## src/include/fdc_pos_defs.svh

```systemverilog
// offsets, command codes, interrupt codes, reset values and timing constants of the positioning block
`ifndef FDC_POS_DEFS_SVH
`define FDC_POS_DEFS_SVH
`define REG_CMD 8'h00
`define REG_SPEC 8'h04
`define REG_STAT 8'h08
`define REG_RES 8'h0c
`define REG_PCN 8'h10
`define REG_CTRL 8'h14
`define OP_RECAL 3'h1
`define OP_SEEK 3'h2
`define OP_SENSE_INT 3'h3
`define OP_SENSE_DRV 3'h4
`define SPEC_RST 19'h0_0000
`define RECAL_MAX_STEPS 7'd79
`define IC_NORMAL 2'b00
`define IC_ABNORMAL 2'b01
`define IC_INVALID 2'b10
`define IC_POLL 2'b11
`define CLK_NS 50
`define UNIT_2M_NS 125000
`define UNIT_1M_NS 250000
`define UNIT_500K_NS 500000
`define UNIT_300K_NS 833333
`define UNIT_250K_NS 1000000
`endif

```

## src/include/fdc_pos_pkg.sv

```systemverilog
// types of the positioning block
package fdc_pos_pkg;
  typedef enum logic [1:0] {
    D_IDLE = 2'b00,
    D_CHK = 2'b01,
    D_STEP = 2'b11,
    D_WAIT = 2'b10
  } drv_state_t;
  typedef enum logic [1:0] {
    H_OFF = 2'b00,
    H_LOAD = 2'b01,
    H_ON = 2'b11,
    H_HOLD = 2'b10
  } head_state_t;
  typedef struct packed {
    drv_state_t st;
    logic recal;
    logic dir;
    logic [7:0] present_cylinder;
    logic [7:0] target_cylinder;
    logic [6:0] steps;
    logic [4:0] gap;
  } drive_t;
  typedef struct packed {
    logic [1:0] interrupt_code;
    logic seek_end_flag;
    logic equipment_check_flag;
    logic not_ready;
    logic head;
    logic [1:0] drive;
  } st0_t;
endpackage

```

## src/logic/floppy_head_positioning_ctrl.sv

```systemverilog
// head positioning, interrupt status and specify timing of the disk controller
`timescale 1ns/1ps
`include "fdc_pos_defs.svh"
module floppy_head_positioning_ctrl #(
  parameter int unsigned NDRV = 4,
  parameter int unsigned UNIT_CYC_2M = `UNIT_2M_NS / `CLK_NS,
  parameter int unsigned UNIT_CYC_1M = `UNIT_1M_NS / `CLK_NS,
  parameter int unsigned UNIT_CYC_500K = `UNIT_500K_NS / `CLK_NS,
  parameter int unsigned UNIT_CYC_300K = `UNIT_300K_NS / `CLK_NS,
  parameter int unsigned UNIT_CYC_250K = `UNIT_250K_NS / `CLK_NS
) (
  input wire logic aclk,
  input wire logic aresetn,
  input wire logic [7:0] s_axi_awaddr,
  input wire logic s_axi_awvalid,
  output logic s_axi_awready,
  input wire logic [31:0] s_axi_wdata,
  input wire logic [3:0] s_axi_wstrb,
  input wire logic s_axi_wvalid,
  output logic s_axi_wready,
  output logic [1:0] s_axi_bresp,
  output logic s_axi_bvalid,
  input wire logic s_axi_bready,
  input wire logic [7:0] s_axi_araddr,
  input wire logic s_axi_arvalid,
  output logic s_axi_arready,
  output logic [31:0] s_axi_rdata,
  output logic [1:0] s_axi_rresp,
  output logic s_axi_rvalid,
  input wire logic s_axi_rready,
  input wire logic [NDRV-1:0] track_zero_in,
  output logic [NDRV-1:0] step_o,
  output logic [NDRV-1:0] dir_o,
  output logic head_load_o,
  input wire logic rw_start_i,
  output logic rw_go_o,
  input wire logic rw_exec_end_i,
  input wire logic rw_result_i,
  input wire logic byte_needed_i,
  input wire logic byte_done_i,
  output logic dma_req_o,
  input wire logic dma_ack_i,
  output logic intr_o,
  output fdc_pos_pkg::st0_t st0_o
);
  import fdc_pos_pkg::*;

  // ----------------------------------------
  // register bus
  // ----------------------------------------
  logic bvalid_q, rvalid_q, wr_en, rd_en, wr_ok;
  logic [1:0] bresp_q, rresp_q;
  logic [31:0] rdata_q, rd_val;
  logic [18:0] spec_q;
  logic low_power_q, lp_exit, cmd_wr, cmd_busy_q;
  logic [2:0] cmd_op;
  logic [1:0] cmd_drv;

  assign wr_en = s_axi_awvalid && s_axi_wvalid && !bvalid_q;
  assign s_axi_awready = wr_en;
  assign s_axi_wready = wr_en;
  assign s_axi_bvalid = bvalid_q;
  assign s_axi_bresp = bresp_q;
  assign rd_en = s_axi_arvalid && !rvalid_q;
  assign s_axi_arready = rd_en;
  assign s_axi_rvalid = rvalid_q;
  assign s_axi_rdata = rdata_q;
  assign s_axi_rresp = rresp_q;
  assign wr_ok = s_axi_awaddr == `REG_CMD || s_axi_awaddr == `REG_SPEC ||
                 s_axi_awaddr == `REG_CTRL;
  assign cmd_wr = wr_en && s_axi_awaddr == `REG_CMD && !low_power_q;
  assign cmd_op = s_axi_wdata[2:0];
  assign cmd_drv = s_axi_wdata[5:4];
  assign lp_exit = wr_en && s_axi_awaddr == `REG_CTRL && s_axi_wstrb[0] &&
                   low_power_q && !s_axi_wdata[0];

  always_ff @(posedge aclk) begin
    if (!aresetn) begin
      bvalid_q <= 1'b0;
      bresp_q <= 2'b00;
    end else if (wr_en) begin
      bvalid_q <= 1'b1;
      bresp_q <= wr_ok ? 2'b00 : 2'b10;
    end else if (s_axi_bready) begin
      bvalid_q <= 1'b0;
    end
  end

  always_ff @(posedge aclk) begin
    if (!aresetn) begin
      spec_q <= `SPEC_RST;
      low_power_q <= 1'b0;
    end else if (wr_en) begin
      if (s_axi_awaddr == `REG_SPEC) begin
        for (int b = 0; b < 3; b++) begin
          if (s_axi_wstrb[b]) begin
            for (int k = 0; k < 8; k++) begin
              if (b * 8 + k < 19) begin
                spec_q[b*8+k] <= s_axi_wdata[b*8+k];
              end
            end
          end
        end
      end
      if (s_axi_awaddr == `REG_CTRL && s_axi_wstrb[0]) begin
        low_power_q <= s_axi_wdata[0];
      end
    end
  end

  // command busy is registered: high for the one cycle after the accepting cycle
  always_ff @(posedge aclk) begin
    if (!aresetn) begin
      cmd_busy_q <= 1'b0;
    end else begin
      cmd_busy_q <= cmd_wr;
    end
  end

  // ----------------------------------------
  // timing unit per data rate
  // ----------------------------------------
  logic [3:0] step_rate_time;
  logic [3:0] head_unload_time;
  logic [6:0] head_load_time;
  logic dma_disable_bit;
  logic [14:0] unit_cnt_q, unit_lim;
  logic unit_tick;

  assign step_rate_time = spec_q[3:0];
  assign head_unload_time = spec_q[7:4];
  assign head_load_time = spec_q[14:8];
  assign dma_disable_bit = spec_q[15];

  always_comb begin
    unique case (spec_q[18:16])
      3'h1: unit_lim = 15'(UNIT_CYC_300K - 1);
      3'h2: unit_lim = 15'(UNIT_CYC_250K - 1);
      3'h3: unit_lim = 15'(UNIT_CYC_1M - 1);
      3'h4: unit_lim = 15'(UNIT_CYC_2M - 1);
      default: unit_lim = 15'(UNIT_CYC_500K - 1);
    endcase
  end

  assign unit_tick = unit_cnt_q >= unit_lim;

  always_ff @(posedge aclk) begin
    if (!aresetn || unit_tick) begin
      unit_cnt_q <= 15'h0000;
    end else begin
      unit_cnt_q <= unit_cnt_q + 15'h0001;
    end
  end

  // ----------------------------------------
  // per-drive step sequencers
  // ----------------------------------------
  logic [NDRV-1:0] trk_m_q, trk_s_q;
  drive_t drv_q [NDRV];
  logic [NDRV-1:0] done_q, done_ec_q, pend_q, pend_ec_q, sense_clr;
  logic [4:0] srt_gap;

  always_ff @(posedge aclk) begin
    if (!aresetn) begin
      trk_m_q <= '0;
      trk_s_q <= '0;
    end else begin
      trk_m_q <= track_zero_in;
      trk_s_q <= trk_m_q;
    end
  end

  // two units per step-rate count; first gap may come out one tick short
  assign srt_gap = 5'(({1'b0, ~step_rate_time} << 1) + 5'd1);

  always_ff @(posedge aclk) begin
    if (!aresetn) begin
      for (int i = 0; i < NDRV; i++) begin
        drv_q[i] <= '0;
      end
      done_q <= '0;
      done_ec_q <= '0;
    end else begin
      done_q <= '0;
      done_ec_q <= '0;
      for (int i = 0; i < NDRV; i++) begin
        unique case (drv_q[i].st)
          D_IDLE: ;
          D_CHK: begin
            if (drv_q[i].recal) begin
              if (trk_s_q[i]) begin
                drv_q[i].st <= D_IDLE;
                done_q[i] <= 1'b1;
              end else if (drv_q[i].steps == `RECAL_MAX_STEPS) begin
                drv_q[i].st <= D_IDLE;
                done_q[i] <= 1'b1;
                done_ec_q[i] <= 1'b1;
              end else begin
                drv_q[i].st <= D_STEP;
                drv_q[i].dir <= 1'b0;
                drv_q[i].steps <= drv_q[i].steps + 7'd1;
              end
            end else if (drv_q[i].present_cylinder == drv_q[i].target_cylinder) begin
              drv_q[i].st <= D_IDLE;
              done_q[i] <= 1'b1;
            end else begin
              drv_q[i].st <= D_STEP;
              if (drv_q[i].present_cylinder < drv_q[i].target_cylinder) begin
                drv_q[i].dir <= 1'b1;
                drv_q[i].present_cylinder <= drv_q[i].present_cylinder + 8'd1;
              end else begin
                drv_q[i].dir <= 1'b0;
                drv_q[i].present_cylinder <= drv_q[i].present_cylinder - 8'd1;
              end
            end
          end
          D_STEP: begin
            if (unit_tick) begin
              drv_q[i].st <= D_WAIT;
              drv_q[i].gap <= srt_gap;
            end
          end
          D_WAIT: begin
            if (unit_tick) begin
              if (drv_q[i].gap == 5'd0) begin
                drv_q[i].st <= D_CHK;
              end else begin
                drv_q[i].gap <= drv_q[i].gap - 5'd1;
              end
            end
          end
        endcase
        // other drives keep stepping while a new command is taken
        if (cmd_wr && cmd_drv == 2'(i) &&
            (cmd_op == `OP_RECAL || cmd_op == `OP_SEEK)) begin
          drv_q[i].st <= D_CHK;
          drv_q[i].recal <= cmd_op == `OP_RECAL;
          drv_q[i].steps <= 7'd0;
          drv_q[i].target_cylinder <= s_axi_wdata[15:8];
          if (cmd_op == `OP_RECAL) begin
            drv_q[i].present_cylinder <= 8'h00;
          end
        end
        if (lp_exit) begin
          drv_q[i].present_cylinder <= 8'h00;
        end
      end
    end
  end

  for (genvar g = 0; g < NDRV; g++) begin : g_pins
    assign step_o[g] = drv_q[g].st == D_STEP;
    assign dir_o[g] = drv_q[g].dir;
  end

  // ----------------------------------------
  // interrupt sources and sense
  // ----------------------------------------
  logic poll_q, rw_pend_q, rqm_q, rqm_int_q, dma_req_q, sense_int;
  logic found;
  logic [1:0] sel;

  assign sense_int = cmd_wr && cmd_op == `OP_SENSE_INT;

  always_comb begin
    found = 1'b0;
    sel = 2'd0;
    sense_clr = '0;
    for (int i = NDRV - 1; i >= 0; i--) begin
      if (pend_q[i]) begin
        found = 1'b1;
        sel = 2'(i);
      end
    end
    if (sense_int && found) begin
      sense_clr[sel] = 1'b1;
    end
  end

  // set after clear, so an end in the sensing cycle survives
  always_ff @(posedge aclk) begin
    if (!aresetn || lp_exit) begin
      pend_q <= '0;
      pend_ec_q <= '0;
    end else begin
      for (int i = 0; i < NDRV; i++) begin
        if (sense_clr[i]) begin
          pend_q[i] <= 1'b0;
        end
        if (done_q[i]) begin
          pend_q[i] <= 1'b1;
          pend_ec_q[i] <= done_ec_q[i];
        end
      end
    end
  end

  always_ff @(posedge aclk) begin
    if (!aresetn) begin
      poll_q <= 1'b1;
      rw_pend_q <= 1'b0;
    end else begin
      if (sense_int && !found) begin
        poll_q <= 1'b0;
        rw_pend_q <= poll_q && rw_pend_q;
      end
      if (rw_result_i) begin
        rw_pend_q <= 1'b1;
      end
    end
  end

  always_ff @(posedge aclk) begin
    if (!aresetn) begin
      rqm_q <= 1'b0;
      rqm_int_q <= 1'b0;
      dma_req_q <= 1'b0;
    end else begin
      if (byte_done_i) begin
        rqm_q <= 1'b0;
        rqm_int_q <= 1'b0;
      end
      // a sense with no drive pending drops the byte interrupt unless polling, the request bit stays
      if (sense_int && !found) begin
        rqm_int_q <= poll_q && rqm_int_q;
      end
      if (dma_ack_i) begin
        dma_req_q <= 1'b0;
      end
      if (byte_needed_i) begin
        rqm_q <= dma_disable_bit;
        rqm_int_q <= dma_disable_bit;
        dma_req_q <= !dma_disable_bit;
      end
    end
  end

  assign dma_req_o = dma_req_q;
  assign intr_o = |pend_q || poll_q || rw_pend_q || rqm_int_q;

  // ----------------------------------------
  // result registers
  // ----------------------------------------
  st0_t st0_q;
  logic [7:0] pcn_rpt_q, st3_q;

  always_ff @(posedge aclk) begin
    if (!aresetn || lp_exit) begin
      st0_q <= '0;
      pcn_rpt_q <= 8'h00;
      st3_q <= 8'h00;
    end else if (sense_int) begin
      st0_q.head <= 1'b0;
      st0_q.not_ready <= 1'b0;
      st0_q.drive <= sel;
      st0_q.equipment_check_flag <= found && pend_ec_q[sel];
      st0_q.seek_end_flag <= found;
      pcn_rpt_q <= drv_q[sel].present_cylinder;
      if (found) begin
        st0_q.interrupt_code <= pend_ec_q[sel] ? `IC_ABNORMAL : `IC_NORMAL;
      end else if (poll_q) begin
        st0_q.interrupt_code <= `IC_POLL;
      end else if (rw_pend_q || rqm_q) begin
        st0_q.interrupt_code <= `IC_NORMAL;
      end else begin
        st0_q.interrupt_code <= `IC_INVALID;
      end
    end else if (cmd_wr && cmd_op == `OP_SENSE_DRV) begin
      st3_q <= {3'b000, trk_s_q[cmd_drv], 2'b00, cmd_drv};
    end
  end

  assign st0_o = st0_q;

  // ----------------------------------------
  // head load and unload timing
  // ----------------------------------------
  head_state_t hd_q;
  logic [9:0] hd_cnt_q;
  logic rw_go_q;

  always_ff @(posedge aclk) begin
    if (!aresetn) begin
      hd_q <= H_OFF;
      hd_cnt_q <= 10'd0;
      rw_go_q <= 1'b0;
    end else begin
      rw_go_q <= 1'b0;
      unique case (hd_q)
        H_OFF: begin
          if (rw_start_i) begin
            hd_q <= H_LOAD;
            hd_cnt_q <= (head_load_time == 7'd0) ? 10'd512 : {1'b0, head_load_time, 2'b00};
          end
        end
        H_LOAD: begin
          if (unit_tick) begin
            if (hd_cnt_q == 10'd0) begin
              hd_q <= H_ON;
              rw_go_q <= 1'b1;
            end else begin
              hd_cnt_q <= hd_cnt_q - 10'd1;
            end
          end
        end
        H_ON: begin
          if (rw_exec_end_i) begin
            hd_q <= H_HOLD;
            hd_cnt_q <= (head_unload_time == 4'd0) ? 10'd512 : {1'b0, head_unload_time, 5'b00000};
          end else if (rw_start_i) begin
            rw_go_q <= 1'b1;
          end
        end
        H_HOLD: begin
          if (rw_start_i) begin
            hd_q <= H_ON;
            rw_go_q <= 1'b1;
          end else if (unit_tick) begin
            if (hd_cnt_q == 10'd0) begin
              hd_q <= H_OFF;
            end else begin
              hd_cnt_q <= hd_cnt_q - 10'd1;
            end
          end
        end
      endcase
    end
  end

  assign head_load_o = hd_q != H_OFF;
  assign rw_go_o = rw_go_q;

  // ----------------------------------------
  // read data
  // ----------------------------------------
  logic [NDRV-1:0] drv_busy;

  always_comb begin
    for (int i = 0; i < NDRV; i++) begin
      drv_busy[i] = drv_q[i].st != D_IDLE || pend_q[i];
    end
    rd_val = 32'h0000_0000;
    unique case (s_axi_araddr)
      `REG_SPEC: rd_val = {13'h0000, spec_q};
      `REG_STAT: rd_val = {22'h00_0000, head_load_o, dma_req_q, rqm_q, intr_o,
                           cmd_busy_q, 1'b0, 4'(drv_busy)};
      `REG_RES: rd_val = {8'h00, st3_q, pcn_rpt_q, st0_q};
      `REG_PCN: begin
        for (int i = 0; i < NDRV; i++) begin
          rd_val[i*8 +: 8] = drv_q[i].present_cylinder;
        end
      end
      `REG_CTRL: rd_val = {31'h0000_0000, low_power_q};
      default: rd_val = 32'h0000_0000;
    endcase
  end

  always_ff @(posedge aclk) begin
    if (!aresetn) begin
      rvalid_q <= 1'b0;
      rdata_q <= 32'h0000_0000;
      rresp_q <= 2'b00;
    end else if (rd_en) begin
      rvalid_q <= 1'b1;
      rdata_q <= rd_val;
      rresp_q <= (s_axi_araddr == `REG_CMD || s_axi_araddr[7:5] != 3'h0 ||
                  s_axi_araddr[1:0] != 2'b00 || s_axi_araddr > `REG_CTRL) ? 2'b10 : 2'b00;
    end else if (s_axi_rready) begin
      rvalid_q <= 1'b0;
    end
  end
endmodule

```

## config.mk

```make
export PLATFORM = sky130hd
export DESIGN_NAME = floppy_head_positioning_ctrl
export DESIGN_NICKNAME = d
export VERILOG_FILES = /design/src/include/fdc_pos_pkg.sv /design/src/logic/floppy_head_positioning_ctrl.sv
export VERILOG_INCLUDE_DIRS = /design/src /design/src/include
export SDC_FILE = /design/constraint.sdc
export NUM_CORES = 1
export LEC_CHECK = 0
export BUFFER_PORTS_ARGS = -buffer_cell sky130_fd_sc_hd__buf_2
export CORE_UTILIZATION = 65
export DETAILED_ROUTE_END_ITERATION = 8
export PLACE_DENSITY = 0.86
export SLEW_MARGIN = 20
export SYNTH_ARGS = -nofsm -noshare
export SYNTH_HDL_FRONTEND = slang
export SYNTH_SLANG_ARGS = --single-unit
```

## constraint.sdc

```tcl
create_clock -name aclk -period 5.6 [get_ports aclk]
set_clock_uncertainty 0.1 [all_clocks]
set_input_delay 1.12 -clock aclk [delete_from_list [all_inputs] [get_ports aclk]]
set_output_delay 1.12 -clock aclk [all_outputs]
set_load 0.02 [all_outputs]
```

==> reports/qor.yml, run 1 <==
grt_pass1_vias: 11500
layout.cells.non_filler: 1919
peakVddDrop_mv: 0.278
async_flop_share_pct: 0
dr.first_iter.drc_count: 1141
cts_resized: 0
final_hold_viol_count: 0
path_clk_slew_ns: 0.06
placed_cells_incl_taps: 1866
clock_path_buffers: 3
fin_util_pct: 74.6
grt_usage_pct: 34.7
yosys.cell_types.count: 84
area_growth_pct: 11.6
wl_um: 38600
hp-start: "trk_m_q[2]$_SDFF_PN0_"
via_per_inst: 6.42
dieWidth_um: 150
place_hpwl_um: 27300
rows: 53
crit_type: "in -> reg"
die_h_um: 150
crit_chain: "buf_2 > nor4bb_1 > o21ai_0 > inv_1 > o21ai_0 > inv_1 > ha_1 > a21o_1 > a211oi_1 > nor2_1 > o41a_1 > a21o_1 > a21oi_1"
port_buffers: 111
antenna_found_initial: 2
setup-tns-final_ns: 0
htree_levels: 1
min_to: "trk_s_q[2]$_SDFF_PN0_"
rsz0062_at_grt: "no"
slew_violations: 0
cts-root-buf: "clkbuf_16"
grt_max_degree: 56
numCtsBuffers: 28
nNetsFinal: 1771
post_synth_instance_area_sq_um: 14200
r2r-start: "spec_q[17]$_SDFFE_PN0P_"
fmaxAchievable_mhz: 238
ys_seq_area_share_pct: 45.6
min_period_ns: 4.20
vias: 12300
cp_num_buf_inv: 3
cp_slowest_stage_delay_ns: 0.74
crit_path_start_kind: "input pin"
worstPathMaxFanout: 11
drc: 0
finalSetupViolCount: 0
synthCells: 1542
overflow: 0
cp_slowest_cell: "nor4bb_1"
crit_required_ns: 5.89
ys.flop_type: "dfxtp_1"
synth.yosys.warnings: 0
clkLatencyLatePin_ns: 0.55
r2r_cells: 9
cp-end-kind: "flip-flop"
critPathArrivalTime_ns: 4.49
holdWs_ns: 0.328
r2r_slack_ns: 1.55
dr.pass1.iters: 6
leakage_nw: 6.18
max_slew_margin_pct: 26.2
cts_tree: "done"
status: "finished, final reports clean"
finalCritPeriodShare_pct: 74.9
maxCapViolCount: 0
start_util_pct: 66.8
rr_endpoint: "drv_q[0][3]$_SDFFCE_PN0P_"
avgSynthCellArea_sq_um: 9.19
critical_path.top_delay_family: "compound AO/OA/AOI/OAI gates"
grt_pass1_wl_um: 60400
worst_pin_slew_ns: 1.10
post_cts_buffers: 0
hold_depth: 1
dieArea_sq_um: 22400
ys_ff_latch: 259
cp-startpoint: "aresetn"
cts.sinks: 259
io_pins: 130
drive_gt1_share_pct: 12.5
hold_class: "reg -> reg"
postCtsHoldBufs: 0
core_area_sq_um: 21200
ant_nets: 0
avgRoutedWirePerCell_um: 20.1
powerDensity_nw_per_um2: 311
routabilityCongestion: 0.929
synth-edff-count: 128
cells in the final DEF (no fill, tap or decap), types with 19 or more instances in the layout:
| cell type | count |
|---|---|
| a211oi_1 | 23 |
| a21oi_1 | 110 |
| and2_1 | 52 |
| and3_1 | 19 |
| buf_2 | 111 |
| clkbuf_16 | 32 |
| dfxtp_1 | 131 |
| edfxtp_1 | 128 |
| ha_1 | 78 |
| inv_1 | 94 |
| nand2_1 | 125 |
| nand3_1 | 69 |
| nor2_1 | 197 |
| nor3_1 | 55 |
| o21ai_0 | 64 |
| xnor2_1 | 28 |
| xor2_1 | 24 |
worst max path at each step:
| stage | endpoint | depth (start not counted) |
|---|---|---|
| 4_1_cts | drv_q[0][3]$_SDFFCE_PN0P_ | 9 |
| 2_1_floorplan | drv_q[0][27]$_SDFFCE_PP0P_ | 13 |
| 3_3_place_gp | drv_q[0][27]$_SDFFCE_PP0P_ | 13 |
| 6_report | drv_q[0][27]$_SDFFCE_PP0P_ | 13 |
| 3_5_place_dp | drv_q[0][27]$_SDFFCE_PP0P_ | 13 |
| 5_1_grt | drv_q[0][4]$_SDFFCE_PN0P_ | 9 |
power by group:
group | switching [mW] | internal (mW) | total (mW)
registers | 0.0945 | 2.07 | 2.16
clock network | 0.756 | 1.18 | 1.93
logic | 0.516 | 0.312 | 0.828
per-stage QoR:
| stage | cell area (sq um) | setup slack [ns] | power [mW] |
|---|---|---|---|
| 5_1_grt | 15800 | 1.23 | 5.09 |
| 2_1_floorplan | 14200 | 1.91 | 2.80 |
| 6_report | 15800 | 1.40 | 4.93 |
| 4_1_cts | 15800 | 1.56 | 4.90 |
| 3_3_place_gp | 14800 | 1.26 | 2.97 |
| 3_5_place_dp | 14800 | 1.11 | 3.00 |
state kept, by name, summed over array words and instances (netlist names), 2 cells and up:
name	cells
s_axi_rdata	32
unit_cnt_q	15
done_ec_q	4
pcn_rpt_q	8
spec_q	19
hd_q	2
pend_q	4
st0_o	6
hd_cnt_q	10
st3_q	3
pend_ec_q	4
trk_s_q	4
done_q	4
drv_q	128
trk_m_q	4
synth_stat cells, drive strengths merged, types with 10 or more instances:
library cell,number,area share [%]
clkbuf,49,1.3
o21ai,67,2.4
nand3b,10,0.53
o211ai,10,0.53
dfxtp,131,18
and3,19,0.84
xor2,24,1.5
or4,10,0.56
nand2,126,3.4
xnor2,28,1.7
a211oi,24,1.4
mux2i,12,0.85
nor3,55,1.9
nand2b,13,0.57
nor2b,17,0.75
a22o,12,0.74
a221oi,12,0.74
ha,78,6.9
buf,28,1.2
nor2,197,5.2
nand3,69,2.4
a21oi,110,3.9
or3,12,0.53
edfxtp,128,27
inv,95,2.5
and2,52,2.3
nand4,10,0.44
a22oi,12,0.64
logic make-up after synthesis:
family	after synthesis	synth area share [%]
buffers and inverters	173	5.03
XOR/XNOR	52	3.21
multiplexers	17	1.32
other	1	0.0264
adder cells (fa/ha/maj)	81	7.31
AND/OR/NAND/NOR	640	22.7
flip-flops	259	45.6
AO/OA/AOI/OAI	319	14.8
final cells by class:
type / instances / area [sq um]
Fill cell: 1496 / 5390
Multi-Input combinational cell: 1113 / 7010
Timing Repair Buffer: 123 / 653
Clock buffer: 45 / 930
Tap cell: 275 / 344
Inverter: 96 / 360
Antenna cell: 1 / 2.50
Clock inverter: 7 / 60.1
Sequential cell: 259 / 6470
routing by layer:
layer | up-vias | GRT usage, % | routed length [um]
met5 | - | 0 | 0
met4 | 0 | 16.3 | 2010
met3 | 157 | 5.52 | 3680
met2 | 693 | 56.8 | 17900
met1 | 5779 | 45.1 | 15000
li1 | 5686 | - | -
Power figures use the tool's default switching activity.
==> run 2: changes to the inputs <==
--- a/config.mk
+++ b/config.mk
@@ -7,9 +7,9 @@
 export NUM_CORES = 1
 export LEC_CHECK = 0
 export BUFFER_PORTS_ARGS = -buffer_cell sky130_fd_sc_hd__buf_2
-export CORE_UTILIZATION = 65
+export CORE_UTILIZATION = 54
 export DETAILED_ROUTE_END_ITERATION = 8
-export PLACE_DENSITY = 0.86
+export PLACE_DENSITY = 0.76
 export SLEW_MARGIN = 20
 export SYNTH_ARGS = -nofsm -noshare
 export SYNTH_HDL_FRONTEND = slang
==> constraint.sdc (replaced) <==
create_clock -name aclk -period 3.7 [get_ports aclk]
set_clock_uncertainty 0.1 [all_clocks]
set_input_delay 0.74 -clock aclk [delete_from_list [all_inputs] [get_ports aclk]]
set_output_delay 0.74 -clock aclk [all_outputs]
set_load 0.02 [all_outputs]
==> reports/qor.yml, run 2 (synthesis gave the netlist of run 1 again) <==
status: "finished, final reports clean"
setup_slack_ns: 0.237
area_growth_pct: 13.2
highest_layer: "met4"
finalSetupViolCount: 0
crit_type: "reg -> reg"
grt_usage_pct: 29.4
p_sw_share_pct: 28.3
cts_tree: "done"
dieArea_sq_um: 26900
drive_gt1_share_pct: 13.7
seqPwrFrac_pct: 44.7
crit_chain: "ha_1 > nand4_1 > o21ai_1 > inv_1 > o21ai_0 > inv_1 > ha_1 > a21o_1 > a211oi_1 > nor2_1 > o41a_1 > a21o_1 > a21oi_1"
hold_class: "in -> reg"
slew_violations: 0
fmaxAchievable_mhz: 289
cp_num_buf_inv: 2
min_period_ns: 3.46
worst_pin_slew_ns: 1.13
die_h_um: 164
peakVddDrop_mv: 0.444
r2r-start: "drv_q[0][25]$_SDFFCE_PP0P_"
hp-start: "track_zero_in[0]"
hold_depth: 2
crit_required_ns: 4.01
holdWs_ns: 0.297
wl_um: 39100
wl_met2_um: 18300
clkLatencyLatePin_ns: 0.55
rsz0062_at_grt: "no"
routabilityCongestion: 0.939
critPathArrivalTime_ns: 3.77
avgRoutedWirePerCell_um: 19.5
grt_pass1_vias: 11300
powerDensity_nw_per_um2: 455
p_sw_mw: 2.06
max_slew_margin_pct: 24.3
cts-root-buf: "clkbuf_16"
port_buffers: 111
core_area_sq_um: 25500
fin_area_sq_um: 16000
power_frac_comb_pct: 17.8
p_clk_share_pct: 37.5
largest_reg_flops: 128
worstPathMaxFanout: 6
postCtsHoldBufs: 0
leakage_nw: 6.28
r2r_cells: 13
antenna_found_initial: 0
vias: 12100
overflow: 0
ant_nets: 0
cp_slowest_cell: "edfxtp_1"
final_common_cell: "nor2_1"
dr.pass1.iters: 8
dr.first_iter.drc_count: 1253
place_ws_ns: -0.00476
r2r_slack_ns: 0.24
grt_max_degree: 48
path_clk_slew_ns: 0.06
finalCritPeriodShare_pct: 93.6
layout_common_cells: "nor2_1 (197), dfxtp_1 (131), edfxtp_1 (128)"
top_register: "drv_q"
final_hold_viol_count: 0
setup-tns-final_ns: 0
numCtsBuffers: 28
dieWidth_um: 164
rows: 58
start_util_pct: 55.7
cts.sinks: 259
place_hpwl_um: 28900
min_to: "trk_m_q[0]$_SDFF_PN0_"
nNetsFinal: 1803
critical_path.top_delay_family: "compound AO/OA/AOI/OAI gates"
m1WireLength_um: 15900
total_power_mw: 7.30
htree_levels: 1
via_per_inst: 6.03
cp-startpoint: "drv_q[0][25]$_SDFFCE_PP0P_"
placed_cell_area_sq_um: 15100
io_pins: 130
crit_path_start_kind: "flip-flop"
drc: 0
cp_slowest_stage_delay_ns: 0.50
grt_pass1_wl_um: 61200
clock_path_buffers: 3
wl_met3_um: 3190
maxCapViolCount: 0
worstSetupPathDepth: 13
cp-end-kind: "flip-flop"
p_int_mw: 5.23
rr_endpoint: "drv_q[0][27]$_SDFFCE_PP0P_"
[run 2: cell count changes in the layout (fill, tap and decap cells not counted), sizes merged]
| cell | delta |
|---|---|
| buf | +32 |
| bufinv | -1 |
| clkbuf | +6 |
| clkinv | -5 |
| diode | +1 |
[run 2: final cells by class]
class                      count  area, sq um
multi-input combinational   1113         7010
clock inverter                 1         5.00
tap                          330          413
fill                        2101         9420
antenna                        2         5.00
inverter                      96          360
sequential                   259         6470
timing repair buffer         155          898
clock buffer                  51          888
[run 2: worst register-to-register path, cell delays in order (launching register included)]
cell and delay (ns):
edfxtp_1 0.50, ha_1 0.35, nand4_1 0.20, o21ai_1 0.23, inv_1 0.10, o21ai_0 0.15, inv_1 0.20, ha_1 0.32
a21o_1 0.19, a211oi_1 0.26, nor2_1 0.10, o41a_1 0.34, a21o_1 0.17, a21oi_1 0.13
[run 2: through the flow]
step,utilization [%],std cells
global placement,59.4,1950
detailed placement,59.4,1950
global route,63.0,2005
CTS,62.9,2002
finish,63.0,2007
floorplan,-,1545
[run 2: worst max-delay path by stage]
stage	to	slack (ns)
final	drv_q[0][27]$_SDFFCE_PP0P_	0.24
after global routing	drv_q[0][26]$_SDFFCE_PP0P_	0.004
after CTS	drv_q[2][4]$_SDFFCE_PN0P_	0.13
after detailed placement	drv_q[0][27]$_SDFFCE_PP0P_	-0.005
after global placement	drv_q[0][27]$_SDFFCE_PP0P_	0.14
after floorplan	drv_q[2][0]$_SDFFCE_PN0P_	0.36
[run 2: timing repair]
action                                  CTS  global route
setup buffers                             0             3
endpoints found under the setup margin    0            15
resized for setup                         0             3
[run 2: per-layer routing]
layer | track usage (%) | vias up
li1 | - | 5749
met1 | 38.6 | 5766
met2 | 48.4 | 479
met3 | 3.96 | 106
met4 | 13.0 | 0
met5 | 0 | -
[run 2: power groups by stage]
| stage | Sequential [mW] | Clock [mW] | Combinational [mW] |
|---|---|---|---|
| final | 3.26 | 2.73 | 1.30 |
| after global routing | 3.28 | 2.87 | 1.43 |
| after CTS | 3.26 | 2.75 | 1.27 |
| after detailed placement | 3.32 | 0 | 1.26 |
| after global placement | 3.32 | 0 | 1.24 |
| after floorplan | 3.27 | 0 | 0.965 |
==> run 3: changes to the inputs <==
--- a/config.mk
+++ b/config.mk
@@ -9,7 +9,7 @@
 export BUFFER_PORTS_ARGS = -buffer_cell sky130_fd_sc_hd__buf_2
 export CORE_UTILIZATION = 54
 export DETAILED_ROUTE_END_ITERATION = 8
-export PLACE_DENSITY = 0.76
+export PLACE_DENSITY_LB_ADDON = 0.15
 export SLEW_MARGIN = 20
 export SYNTH_ARGS = -nofsm -noshare
 export SYNTH_HDL_FRONTEND = slang
==> reports/qor.yml, run 3 (synthesis gave the netlist of run 1 again) <==
fmaxAchievable_mhz: 292
clock_path_buffers: 3
final_hold_viol_count: 0
slew_violations: 0
drive_gt1_share_pct: 14.8
min_period_ns: 3.42
crit_type: "reg -> reg"
hold_class: "in -> reg"
start_util_pct: 55.7
htree_levels: 1
dr.pass1.iters: 5
powerDensity_nw_per_um2: 463
peakVddDrop_mv: 0.329
die_h_um: 164
cts-root-buf: "clkbuf_16"
drc: 0
cp-end-kind: "flip-flop"
clkLatencyLatePin_ns: 0.56
avgRoutedWirePerCell_um: 19.3
overflow: 0
via_per_inst: 5.94
cp-startpoint: "drv_q[2][13]$_SDFFCE_PN0P_"
final_common_cell: "nor2_1"
routabilityCongestion: 0.897
worstPathMaxFanout: 6
maxCapViolCount: 0
area_growth_pct: 14.1
finalCritPeriodShare_pct: 92.5
place_hpwl_um: 28900
grt_usage_pct: 29.4
crit_required_ns: 4.02
dieArea_sq_um: 26900
total_power_mw: 7.48
hp-start: "track_zero_in[3]"
top_register: "drv_q"
rsz0062_at_grt: "no"
r2r-start: "drv_q[2][13]$_SDFFCE_PN0P_"
nNetsFinal: 1807
grt_max_degree: 56
dieWidth_um: 164
critPathArrivalTime_ns: 3.74
grt_pass1_wl_um: 60400
place_ws_ns: 0.0287
setup-tns-final_ns: 0
worst_pin_slew_ns: 1.04
port_buffers: 111
crit_path_start_kind: "flip-flop"
rows: 58
grt_pass1_vias: 11200
cts_tree: "done"
io_pins: 130
finalSetupViolCount: 0
status: "finished, final reports clean"
numCtsBuffers: 29
wl_um: 38900
cts.sinks: 259
antenna_found_initial: 0
vias: 11900
max_slew_margin_pct: 30.1
largest_reg_flops: 128
setup_slack_ns: 0.277
path_clk_slew_ns: 0.06
ant_nets: 0
core_area_sq_um: 25500
layout_common_cells: "nor2_1 (197), dfxtp_1 (131), edfxtp_1 (128)"
dr.first_iter.drc_count: 987
leakage_nw: 6.37
==> run 3: cell types whose count changed in the layout (fill, tap and decap cells not counted), sizes merged <==
cell    before  now
buf        155  158
clkbuf      51   43
clkinv       2   10
diode        2    1
inv         95   97
==> run 3: path summary, 6_finish.rpt <==
path,cells past startpoint,to,slack [ns]
worst max-delay path,14,drv_q[2][27]$_SDFFCE_PP0P_,0.28
worst min-delay path,2,trk_m_q[3]$_SDFF_PN0_,0.28
worst max register to register,14,drv_q[2][27]$_SDFFCE_PP0P_,0.28
worst min register to register,1,trk_s_q[1]$_SDFF_PN0_,0.33
==> run 3: critical path: stages, from the launching register on <==
cell,delay [ns]
edfxtp_1,0.37
inv_1,0.07
ha_1,0.23
nor2b_1,0.13
o211ai_1,0.24
a21oi_1,0.15
o21ai_0,0.29
inv_1,0.21
ha_1,0.31
a21o_1,0.19
a211oi_1,0.25
nor2_1,0.09
o41a_1,0.34
a21o_1,0.17
a21oi_1,0.13
==> run 3: layout make-up <==
type	instances	area, sq um
fillers	2177	9300
well taps	330	413
inverters	96	360
clock inverters	11	62.6
clock buffers	43	943
multi-input cells	1113	7020
diodes	1	2.50
flip-flops and latches	259	6470
repair buffers	158	908
==> run 3: metrics by stage <==
step                hold slack (ns)  cells  utilization [%]  cell area [sq um]
floorplan                     0.308   1545                -              14200
global placement              0.314   1953             59.4              15100
detailed placement            0.323   1953             59.4              15100
CTS                           0.269   2007             63.4              16100
global route                  0.295   2010             63.5              16200
finish                        0.283   2011             63.5              16200
==> run 3: timing repair <==
| item | CTS | global route |
|---|---|---|
| hold endpoints to repair | 0 | 0 |
| resized for setup | 0 | 2 |
| buffers inserted | 0 | 3 |
| setup endpoints to repair | 0 | 15 |
| hold buffers | 0 | 0 |
==> run 3: metal layers <==
metal	part of all wire [%]	vias up	global-route usage [%]	wire length, um
met5	0	-	0	0
met4	3.9	0	10.9	1520
met3	6.7	82	3.71	2610
met2	46	389	48.6	17800
met1	44	5714	39.4	16900
li1	-	5761	-	-
==> run 3: power breakdown <==
group | internal [mW] | switching, mW
sequential | 3.13 | 0.132
clock | 1.76 | 1.19
combinational | 0.487 | 0.787
total | 5.38 | 2.10
